===== src/hdl/serial_port_pkg.sv =====
package serial_port_pkg;

    // buffer and register indices; the byte address is four times the index
    localparam logic [15:0] BUF_FIRST_IDX = 16'h1f98;
    localparam logic [15:0] BUF_LAST_IDX = 16'h1f9f;
    localparam logic [15:0] CTRL_ONE_IDX = 16'h1fa0;
    localparam logic [15:0] CTRL_TWO_IDX = 16'h1fa1;
    localparam logic [15:0] STATUS_IDX = 16'h1fa2;
    localparam int BUF_WORDS = 8;

    // serial_control_one field positions
    localparam int C1_RUN = 8;
    localparam int C1_ABORT = 7;
    localparam int C1_MODE_LO = 5;
    localparam int C1_WIDTH8 = 4;
    localparam int C1_EXTCLK = 3;
    localparam int C1_RATE_LO = 0;
    // serial_control_two field positions
    localparam int C2_WAIT_LO = 3;
    localparam int C2_COUNT_LO = 0;
    // serial_status_reg field positions
    localparam int ST_ACTIVE = 0;
    localparam int ST_AUTOWAIT = 1;

    localparam logic [8:0] CTRL_ONE_RESET = 9'h000;
    localparam logic [4:0] CTRL_TWO_RESET = 5'h00;

    // internal serial clock: half period is RATE_BASE_HALF << rate, rates 0..5
    localparam logic [11:0] RATE_BASE_HALF = 12'h004;
    localparam logic [2:0] RATE_MAX = 3'h5;

    typedef enum logic [1:0] {
        MODE_TX = 2'h0,
        MODE_RX = 2'h1,
        MODE_TXRX = 2'h2
    } transfer_mode_select_t;

    typedef struct packed {
        logic serial_run_bit;
        logic serial_abort_bit;
        transfer_mode_select_t transfer_mode_select;
        logic width8;
        logic ext_clock;
        logic [2:0] rate;
    } serial_control_one_t;

    typedef struct packed {
        logic [1:0] wait_sel;
        logic [2:0] word_count;
    } serial_control_two_t;

    typedef struct packed {
        logic sck_out;
        logic sck_oe;
        logic so_out;
    } serial_pins_t;

    // gray order along idle -> shift -> gap -> hold
    typedef enum logic [1:0] {
        ST_IDLE = 2'b00,
        ST_SHIFT = 2'b01,
        ST_GAP = 2'b11,
        ST_HOLD = 2'b10
    } engine_state_t;

endpackage


===== src/hdl/clocked_serial_buffered_port.sv =====
// Behaviour
// RULE1 - eight byte buffer shared by send and receive, 64 bits per burst; the code moves n+1 words of 8 or 4 bits instead
// RULE2 - buffer sits on eight consecutive addresses; at most eight words per burst
// RULE3 - burst end after programmed words raises the serial interrupt
// RULE4 - internal clock wait field makes frame one, two, four or eight data times
// RULE5 - software keeps wait field zero outside 8-bit combined mode
// RULE6 - word count field n gives n+1 words from lowest entry upward
// RULE7 - 4-bit mode shifts low nibble; received upper nibble written zero
// RULE8 - transmit and receive start at lowest entry and go upward
// RULE9 - word count stays programmed after burst ends
// RULE10 - software writes control two only while not active
// RULE11 - both control registers write only; no read-modify-write
// RULE12 - software clears run and sets abort before changing mode or clock
// RULE13 - run cleared: active drops after current word, or at once on abort
// RULE14 - clock source bit picks internal or external serial clock
// RULE15 - internal clock: six rates, driven out, pin high at start
// RULE16 - internal clock halts when buffer service is not yet done
// RULE17 - external clock pulses exceed sixteen system clocks; pin is input
// RULE18 - transmit data changes on falling serial clock edge
// RULE19 - receive data sampled on rising serial clock edge
// RULE20 - words go least significant bit first in both widths
// RULE21 - software stops port before changing count, except during auto wait
// RULE22 - mode field picks send only, receive only or combined
// RULE23 - setting run starts a burst
// RULE24 - abort ends at once, mid word, and clears active flag
// RULE25 - active flag is one from burst start until end or abort; the code keeps it set across burst ends until run is cleared or abort is set
//
// The register offsets and the APB slave port were decided locally.
`timescale 1ns/1ps
`default_nettype none
module clocked_serial_buffered_port
    import serial_port_pkg::*;
(
    // apb slave
    input wire logic pclk,
    input wire logic presetn,
    input wire logic psel,
    input wire logic penable,
    input wire logic pwrite,
    input wire logic [15:0] paddr,
    input wire logic [31:0] pwdata,
    output logic [31:0] prdata,
    output logic pready,
    output logic pslverr,
    // serial pins
    input wire logic sck_in,
    input wire logic si_in,
    output logic sck_out,
    output logic sck_oe,
    output logic so_out,
    // burst event
    output logic serial_burst_irq
);

    function automatic logic [15:0] word_index(input logic [15:0] addr);
        return {2'h0, addr[15:2]};
    endfunction

    function automatic logic buf_hit(input logic [15:0] addr);
        return word_index(addr) >= BUF_FIRST_IDX && word_index(addr) <= BUF_LAST_IDX
            && addr[1:0] == 2'h0;
    endfunction

    logic [7:0] data_buffer_area [BUF_WORDS];  // RULE1
    serial_control_one_t serial_control_one;
    serial_control_two_t serial_control_two;
    engine_state_t state;
    logic transfer_active_flag;
    logic [7:0] tx_sh;
    logic [7:0] rx_sh;
    logic [2:0] word_idx;
    logic [2:0] bit_cnt;
    logic [11:0] div_cnt;
    logic [7:0] gap_cnt;
    logic sck_int;
    logic serviced;
    logic so_reg;
    logic irq;
    logic [1:0] sck_sync;
    logic [1:0] si_sync;
    logic sck_prev;

    // apb decode
    logic access;
    logic wr;
    logic rd;
    logic [2:0] buf_sel;
    logic buf_wr;
    logic buf_rd;
    assign access = psel && penable;
    assign wr = access && pwrite;
    assign rd = access && !pwrite;
    assign buf_sel = paddr[4:2];
    assign buf_wr = wr && buf_hit(paddr);  // RULE2
    assign buf_rd = rd && buf_hit(paddr);
    assign pready = 1'b1;

    logic mapped;
    assign mapped = buf_hit(paddr) || paddr == {CTRL_ONE_IDX[13:0], 2'h0}
        || paddr == {CTRL_TWO_IDX[13:0], 2'h0} || paddr == {STATUS_IDX[13:0], 2'h0};
    assign pslverr = access && !mapped;

    // control registers never read back: software keeps its own copy
    always_comb begin
        prdata = 32'h0000_0000;
        if (rd && buf_hit(paddr)) begin
            prdata = {24'h00_0000, data_buffer_area[buf_sel]};
        end else if (rd && paddr == {STATUS_IDX[13:0], 2'h0}) begin
            prdata[ST_ACTIVE] = transfer_active_flag;
            prdata[ST_AUTOWAIT] = state == ST_HOLD;
        end
    end  // RULE11

    always_ff @(posedge pclk or negedge presetn) begin
        if (!presetn) begin
            serial_control_one <= CTRL_ONE_RESET;
        end else if (wr && paddr == {CTRL_ONE_IDX[13:0], 2'h0}) begin
            serial_control_one <= pwdata[8:0];
        end
    end

    // the count is only ever changed by software, so it carries over bursts
    always_ff @(posedge pclk or negedge presetn) begin
        if (!presetn) begin
            serial_control_two <= CTRL_TWO_RESET;
        end else if (wr && paddr == {CTRL_TWO_IDX[13:0], 2'h0}) begin
            serial_control_two <= pwdata[4:0];  // RULE9
        end
    end

    // pin synchronisers; the first stage feeds only the second
    always_ff @(posedge pclk or negedge presetn) begin
        if (!presetn) begin
            sck_sync <= 2'b11;
            si_sync <= 2'b11;
            sck_prev <= 1'b1;
        end else begin
            sck_sync <= {sck_sync[0], sck_in};  // RULE17
            si_sync <= {si_sync[0], si_in};
            sck_prev <= sck_sync[1];
        end
    end

    logic internal;
    logic [11:0] half;
    logic tick;
    logic lead;
    logic trail;
    logic [2:0] last_bit;
    logic tx_on;
    logic rx_on;
    assign internal = !serial_control_one.ext_clock;  // RULE14
    assign half = RATE_BASE_HALF << ((serial_control_one.rate > RATE_MAX) ?
        RATE_MAX : serial_control_one.rate);  // RULE15
    assign tick = div_cnt == half - 12'h001;
    assign lead = internal ? (state == ST_SHIFT && tick && sck_int)
        : (state == ST_SHIFT && sck_prev && !sck_sync[1]);  // RULE18
    assign trail = internal ? (state == ST_SHIFT && tick && !sck_int)
        : (state == ST_SHIFT && !sck_prev && sck_sync[1]);  // RULE19
    assign last_bit = serial_control_one.width8 ? 3'h7 : 3'h3;  // RULE7
    assign tx_on = serial_control_one.transfer_mode_select != MODE_RX;  // RULE22
    assign rx_on = serial_control_one.transfer_mode_select != MODE_TX;

    logic start;
    logic abort;
    logic word_done;
    logic burst_done;
    logic service_evt;
    logic [7:0] rx_word;
    logic [7:0] gap_len;
    assign start = state == ST_IDLE && serial_control_one.serial_run_bit
        && !serial_control_one.serial_abort_bit;  // RULE23
    assign abort = serial_control_one.serial_abort_bit;
    assign word_done = trail && bit_cnt == last_bit;
    assign burst_done = word_done && word_idx == serial_control_two.word_count;  // RULE6
    // received bits enter at the top, so a nibble is moved from the high half of rx_sh to the low half
    assign rx_word = serial_control_one.width8 ? {si_sync[1], rx_sh[7:1]}
        : {4'h0, si_sync[1], rx_sh[7:5]};  // RULE7 RULE20
    // a write releases transmit, a read releases receive and combined mode
    assign service_evt = serial_control_one.transfer_mode_select == MODE_TX ? buf_wr : buf_rd;
    // extra gap ticks: (k-1) data times at two ticks per bit; last_bit[2] is set for 8-bit words
    always_comb begin
        case (serial_control_two.wait_sel)
            2'h1: gap_len = {3'h0, last_bit[2], !last_bit[2], 3'h0};
            2'h2: gap_len = {2'h0, last_bit[2], 1'b1, !last_bit[2], 3'h0};
            2'h3: gap_len = {1'b0, last_bit[2], 2'h3, !last_bit[2], 3'h0};
            default: gap_len = 8'h00;
        endcase
    end  // RULE4

    // engine sequencing
    always_ff @(posedge pclk or negedge presetn) begin
        if (!presetn) begin
            state <= ST_IDLE;
        end else if (abort && state != ST_IDLE) begin
            state <= ST_IDLE;  // RULE24
        end else begin
            case (state)
                ST_IDLE: if (start) state <= ST_SHIFT;
                ST_SHIFT: begin
                    if (word_done && !serial_control_one.serial_run_bit) begin
                        state <= ST_IDLE;  // RULE13
                    end else if (burst_done) begin
                        if (internal && !(serviced || service_evt)) state <= ST_HOLD;  // RULE16
                    end else if (word_done && internal && gap_len != 8'h00) begin
                        state <= ST_GAP;
                    end
                end
                ST_GAP: if (tick && gap_cnt == gap_len - 8'h01) state <= ST_SHIFT;
                ST_HOLD: begin
                    if (!serial_control_one.serial_run_bit) state <= ST_IDLE;
                    else if (service_evt) state <= ST_SHIFT;
                end
                default: state <= ST_IDLE;
            endcase
        end
    end

    always_ff @(posedge pclk or negedge presetn) begin
        if (!presetn) begin
            transfer_active_flag <= 1'b0;
        end else if (start) begin
            transfer_active_flag <= 1'b1;  // RULE25
        end else if (state != ST_IDLE && (abort ||
                (word_done && !serial_control_one.serial_run_bit) ||
                (state == ST_HOLD && !serial_control_one.serial_run_bit))) begin
            transfer_active_flag <= 1'b0;  // RULE13 RULE24
        end
    end

    // buffer service seen since the last burst end; a new access wins over consumption
    always_ff @(posedge pclk or negedge presetn) begin
        if (!presetn) begin
            serviced <= 1'b0;
        end else if (state == ST_IDLE) begin
            serviced <= 1'b0;
        end else if (service_evt && state != ST_HOLD) begin
            serviced <= 1'b1;
        end else if (burst_done) begin
            serviced <= 1'b0;
        end
    end

    // internal clock divider, run only while shifting or pacing a gap
    always_ff @(posedge pclk or negedge presetn) begin
        if (!presetn) begin
            div_cnt <= 12'h000;
        end else if (!(state == ST_SHIFT || state == ST_GAP) || tick || !internal) begin
            div_cnt <= 12'h000;
        end else begin
            div_cnt <= div_cnt + 12'h001;
        end
    end

    always_ff @(posedge pclk or negedge presetn) begin
        if (!presetn) begin
            gap_cnt <= 8'h00;
        end else if (state != ST_GAP) begin
            gap_cnt <= 8'h00;
        end else if (tick) begin
            gap_cnt <= gap_cnt + 8'h01;
        end
    end

    // the pin idles high and stays high through gaps and waits
    always_ff @(posedge pclk or negedge presetn) begin
        if (!presetn) begin
            sck_int <= 1'b1;
        end else if (state != ST_SHIFT || start) begin
            sck_int <= 1'b1;  // RULE15
        end else if (lead || trail) begin
            sck_int <= !sck_int;
        end
    end

    // shift, bit and word position
    always_ff @(posedge pclk or negedge presetn) begin
        if (!presetn) begin
            tx_sh <= 8'h00;
            rx_sh <= 8'h00;
            bit_cnt <= 3'h0;
            word_idx <= 3'h0;
            so_reg <= 1'b1;
        end else if (start || (state == ST_HOLD && service_evt)
                || (burst_done && state == ST_SHIFT && !(internal && !(serviced || service_evt)))) begin
            tx_sh <= data_buffer_area[0];  // RULE8
            bit_cnt <= 3'h0;
            word_idx <= 3'h0;
        end else if (word_done) begin
            tx_sh <= data_buffer_area[word_idx + 3'h1];
            bit_cnt <= 3'h0;
            word_idx <= word_idx + 3'h1;
        end else if (trail) begin
            tx_sh <= {1'b0, tx_sh[7:1]};  // RULE20
            rx_sh <= {si_sync[1], rx_sh[7:1]};
            bit_cnt <= bit_cnt + 3'h1;
        end else if (lead && tx_on) begin
            so_reg <= tx_sh[0];  // RULE18
        end else if (state == ST_IDLE) begin
            so_reg <= 1'b1;
        end
    end

    // received words land in the entry in use; software writes come second
    always_ff @(posedge pclk or negedge presetn) begin
        if (!presetn) begin
            for (int i = 0; i < BUF_WORDS; i++) data_buffer_area[i] <= 8'h00;
        end else if (word_done && rx_on) begin
            data_buffer_area[word_idx] <= rx_word;  // RULE8
        end else if (buf_wr) begin
            data_buffer_area[buf_sel] <= pwdata[7:0];  // RULE1
        end
    end

    always_ff @(posedge pclk or negedge presetn) begin
        if (!presetn) begin
            irq <= 1'b0;
        end else begin
            irq <= burst_done;  // RULE3
        end
    end

    serial_pins_t pins;
    assign pins = '{sck_out: sck_int, sck_oe: internal, so_out: so_reg};
    assign sck_out = pins.sck_out;
    assign sck_oe = pins.sck_oe;
    assign so_out = pins.so_out;
    assign serial_burst_irq = irq;

    AST_IRQ_AFTER_LAST: assert property (@(posedge pclk) disable iff (!presetn)
        burst_done |=> serial_burst_irq)  // RULE3
        else $error("burst end without irq");
    AST_ABORT_CLEARS: assert property (@(posedge pclk) disable iff (!presetn)
        (abort && state != ST_IDLE) |=> !transfer_active_flag && state == ST_IDLE)  // RULE24
        else $error("abort did not stop transfer");
    AST_RUN_START: assert property (@(posedge pclk) disable iff (!presetn)
        start |=> transfer_active_flag && state == ST_SHIFT && sck_out)  // RULE23
        else $error("run did not start burst");
    AST_STOP_AFTER_WORD: assert property (@(posedge pclk) disable iff (!presetn)
        (word_done && !serial_control_one.serial_run_bit) |=> !transfer_active_flag)  // RULE13
        else $error("active flag held after final word");
    AST_FLAG_MATCH: assert property (@(posedge pclk) disable iff (!presetn)
        transfer_active_flag == (state != ST_IDLE) || $past(start))  // RULE25
        else $error("active flag disagrees with engine");
    AST_NIBBLE_ZERO: assert property (@(posedge pclk) disable iff (!presetn)
        (word_done && rx_on && !serial_control_one.width8)
        |=> data_buffer_area[$past(word_idx)][7:4] == 4'h0)  // RULE7
        else $error("upper nibble not cleared");
    AST_COUNT_KEPT: assert property (@(posedge pclk) disable iff (!presetn)
        !(wr && paddr == {CTRL_TWO_IDX[13:0], 2'h0}) |=> $stable(serial_control_two))  // RULE9
        else $error("word count changed by hardware");
    AST_SO_ON_FALL: assert property (@(posedge pclk) disable iff (!presetn)
        (internal && tx_on && lead) |=> !sck_out && so_out == $past(tx_sh[0]))  // RULE18
        else $error("transmit bit not placed on falling edge");
    AST_SAMPLE_ON_RISE: assert property (@(posedge pclk) disable iff (!presetn)
        (internal && trail && !word_done) |=> sck_out && rx_sh[7] == $past(si_sync[1]))  // RULE19
        else $error("receive bit not taken on rising edge");
    AST_HOLD_CLOCK_HIGH: assert property (@(posedge pclk) disable iff (!presetn)
        (internal && state == ST_HOLD) |-> sck_out)  // RULE16
        else $error("serial clock not halted high in wait");
    AST_IDX_BOUND: assert property (@(posedge pclk) disable iff (!presetn)
        state == ST_SHIFT |-> word_idx <= serial_control_two.word_count)  // RULE6
        else $error("word index past programmed count");

    COV_BURST: cover property (@(posedge pclk) disable iff (!presetn) burst_done);
    COV_AUTOWAIT: cover property (@(posedge pclk) disable iff (!presetn)
        state == ST_HOLD ##1 state == ST_SHIFT);
    COV_GAP: cover property (@(posedge pclk) disable iff (!presetn) state == ST_GAP);
    COV_ABORT: cover property (@(posedge pclk) disable iff (!presetn)
        abort && state == ST_SHIFT);

endmodule  // clocked_serial_buffered_port
`default_nettype wire


===== config.mk =====
export PLATFORM = sky130hd
export DESIGN_NAME = clocked_serial_buffered_port
export DESIGN_NICKNAME = d
export VERILOG_FILES = /design/src/hdl/serial_port_pkg.sv /design/src/hdl/clocked_serial_buffered_port.sv
export SDC_FILE = /design/constraint.sdc
export NUM_CORES = 1
export LEC_CHECK = 0
export BUFFER_PORTS_ARGS = -buffer_cell sky130_fd_sc_hd__buf_2
export CORE_ASPECT_RATIO = 1.1
export CORE_MARGIN = 4
export CORE_UTILIZATION = 45
export DETAILED_ROUTE_END_ITERATION = 8
export SKIP_LAST_GASP = 1
export SLEW_MARGIN = 10
export SYNTH_ARGS = -nofsm -noshare
export SYNTH_HDL_FRONTEND = slang
export SYNTH_SLANG_ARGS = --single-unit
export TNS_END_PERCENT = 20

===== constraint.sdc =====
create_clock -name pclk -period 3.7 [get_ports pclk]
set_input_delay 0 -clock pclk [delete_from_list [all_inputs] [get_ports pclk]]
set_output_delay 0 -clock pclk [all_outputs]
set_load 0.02 [all_outputs]

==> results.ini <==
[place]
gp_congestion=0.864
io_buffers=44
hpwl_mm=15.9
placed_cell_area_um2=8340

[setup_path]
path_max_fanout=9
reg2reg_from=serial_control_one[0]
cp-end-kind=flop
start_kind=flop
path_cells=or3_1, ha_1, xor2_1, and4_1, o2111ai_2, a21boi_2, buf_4, o31a_1, nand2_1, o211ai_1
worstPathBufferInverterCount=1
ff2ff_setup_slack_ps=370
cp.required_ps=4030
r2r-end=data_buffer_area[17]
cp_top_family=compound AO/OA/AOI/OAI gates
critPathMaxStageDelay_ps=590
cp.arrival_ps=3660
critPathKind=flop to flop
r2r_cells=10
cp_slowest_cell=o31a_1

[timing]
slew_headroom_pct=31.6
fin_crit_ps=3330
final-hold-violation-count=0
tightestPinTransition_ps=1030
slew_viol_final=0
setup-tns-final_ps=0
fin_crit_sh_pct=90.0
setup_viol=0
fmax_ghz=0.300
skew_ps=10.4
rsz0062_at_grt=no

[synth]
ys_warn_count=0
yosysUniqueCellTypes=72
synth-edff-count=0
synth_area_per_cell_um2=10.5
syn_inst=747
synth_area_um2=7870
synth-seq-area-share_pct=41.8
synth_top_flop_cell=dfrtp_1
ys_ff_latch=131
async_reset_ff_share_pct=100

[drt]
first_pass_iters=5
vias=6388
wl_per_cell_um=21.9
drt_iter0_markers=527
via_per_inst=6.03
postRouteAntennaNets=0
wl_mm=23.2
drcViolationCount=0

[cells_and_area]
syn2layout_area_growth_pct=15.1
final_util_pct=53.0
fin_nets=876
layout-drive-gt1-share_pct=23.6
final_area_um2=9060
mostFrequentLayoutCells=124 x dfrtp_1, 80 x nand2_1, 75 x nor2_1
fillerInstances=1527
final_common_cell=dfrtp_1
n_antenna_cell=0

[grt]
grt-ovfl-total=0
grt_antenna_before_repair=0
grt_pass1_wl_mm=36.5
grt_usage_pct=24.2
grt_pass1_vias=6433
grt_max_degree=108

[clocking]
ctsResizeCount=0
path_clk_slew_ps=60
cts_tree=built
cts-root-buf=clkbuf_16
clk_path_buf_depth=2
htreeDepth=4
cts_buffers=17
clk_latency_ps=430
cts_sinks=131

[floorplan]
start_util_pct=46.1
core_um2=17100
die_h_um=147
die_area_um2=19700
io-pin-count=93
rows=50
die_w_um=134

[pwr]
p_per_area_nw_per_um2=379
p_leak_uw=0.00406
ir_drop_uv=378

[flow_run]
drv_cap=0

[run_status]
outcome=finished, final reports clean

[min_path]
worstHoldStart=penable
hold_end=serviced
whs_path_depth=5
hp-class=primary input to flop

## cells in the mapped netlist, drive strengths merged, types with 8 or more instances
master  instances  area [um2]
ha              9         113
clkbuf         16        60.1
xnor2          15         131
a21oi          30         158
nand3b          8        60.1
a22o            8        70.1
mux2           26         293
nor2           78         300
nand3          12        77.6
a21o           14         105
o211ai         16         120
dfrtp         124        3100
xor2           14         123
o21ai          22         110
nand2          80         300
inv            15        56.3
a221o          32         320
mux4           32         721
nor3           11        65.1
o22ai           8        50.1
buf            45         290
and2           23         144
mux2i          26         260
## per-stage QoR
stage	setup WS (ps)	hold WS (ps)	std cells	total power, uW
after detailed placement	416	107	1015	1740
after floorplan	864	-296	770	1670
after global placement	488	106	1015	1730
after CTS	392	49.2	1059	3450
after global routing	189	78.6	1059	3550
final	369	69.2	1059	3430
## power breakdown
part	internal, uW	switching [uW]
sequential	1470	41.0
combinational	79.1	138
clock	1050	653
## worst register-to-register path: stages, from the launching register on
cell	delay, ps
dfrtp_1	430
or3_1	390
ha_1	210
xor2_1	210
and4_1	280
o2111ai_2	200
a21boi_2	410
buf_4	260
o31a_1	590
nand2_1	130
o211ai_1	130
## timing repair
item	in CTS	in global routing
buffers inserted	0	0
endpoints found under the hold margin	132	0
hold buffers	12	0
## cell type report
cell class,count,area (um2),area share (%)
Clock inverter,14,165,1.82
Tap cell,234,293,3.23
Timing Repair Buffer,84,557,6.15
Multi-Input combinational cell,562,4270,47.1
Sequential cell,131,3290,36.3
Inverter,16,60.1,0.663
Clock buffer,18,429,4.74
## metal layers
layer  part of all wire [%]  track usage (%)
met5                      0                0
met1                     42             32.1
met3                    7.7             6.71
met4                    2.9             7.69
met2                     47             38.7
## worst max-delay path by stage
stage | startpoint | end | slack [ps] | cells after the start
6_report | serial_control_one[0] | data_buffer_area[17] | 370 | 10
5_1_grt | serial_control_one[0] | data_buffer_area[17] | 190 | 9
4_1_cts | serial_control_one[0] | data_buffer_area[17] | 390 | 9
3_5_place_dp | serial_control_one[0] | data_buffer_area[17] | 420 | 9
3_3_place_gp | serial_control_one[0] | data_buffer_area[3] | 490 | 11
2_1_floorplan | serial_control_one[0] | data_buffer_area[40] | 860 | 10
## kinds of logic after synthesis
family          share of synthesized area [%]
compound gates                           15.3
xor+xnor                                 3.23
fa+ha+maj                                1.43
buf+inv                                  5.21
flops                                    41.8
mux                                      16.2
other cells                            0.0954
simple gates                             16.8
## flip-flops by register name, summed over array words and instances (netlist names), 2 cells and up
signal              cells
rx_sh                   7
data_buffer_area       64
state                   2
tx_sh                   8
si_sync                 2
bit_cnt                 3
div_cnt                12
serial_control_one      8
gap_cnt                 8
serial_control_two      5
sck_sync                2
word_idx                3
(Power assumes the default switching activity.)
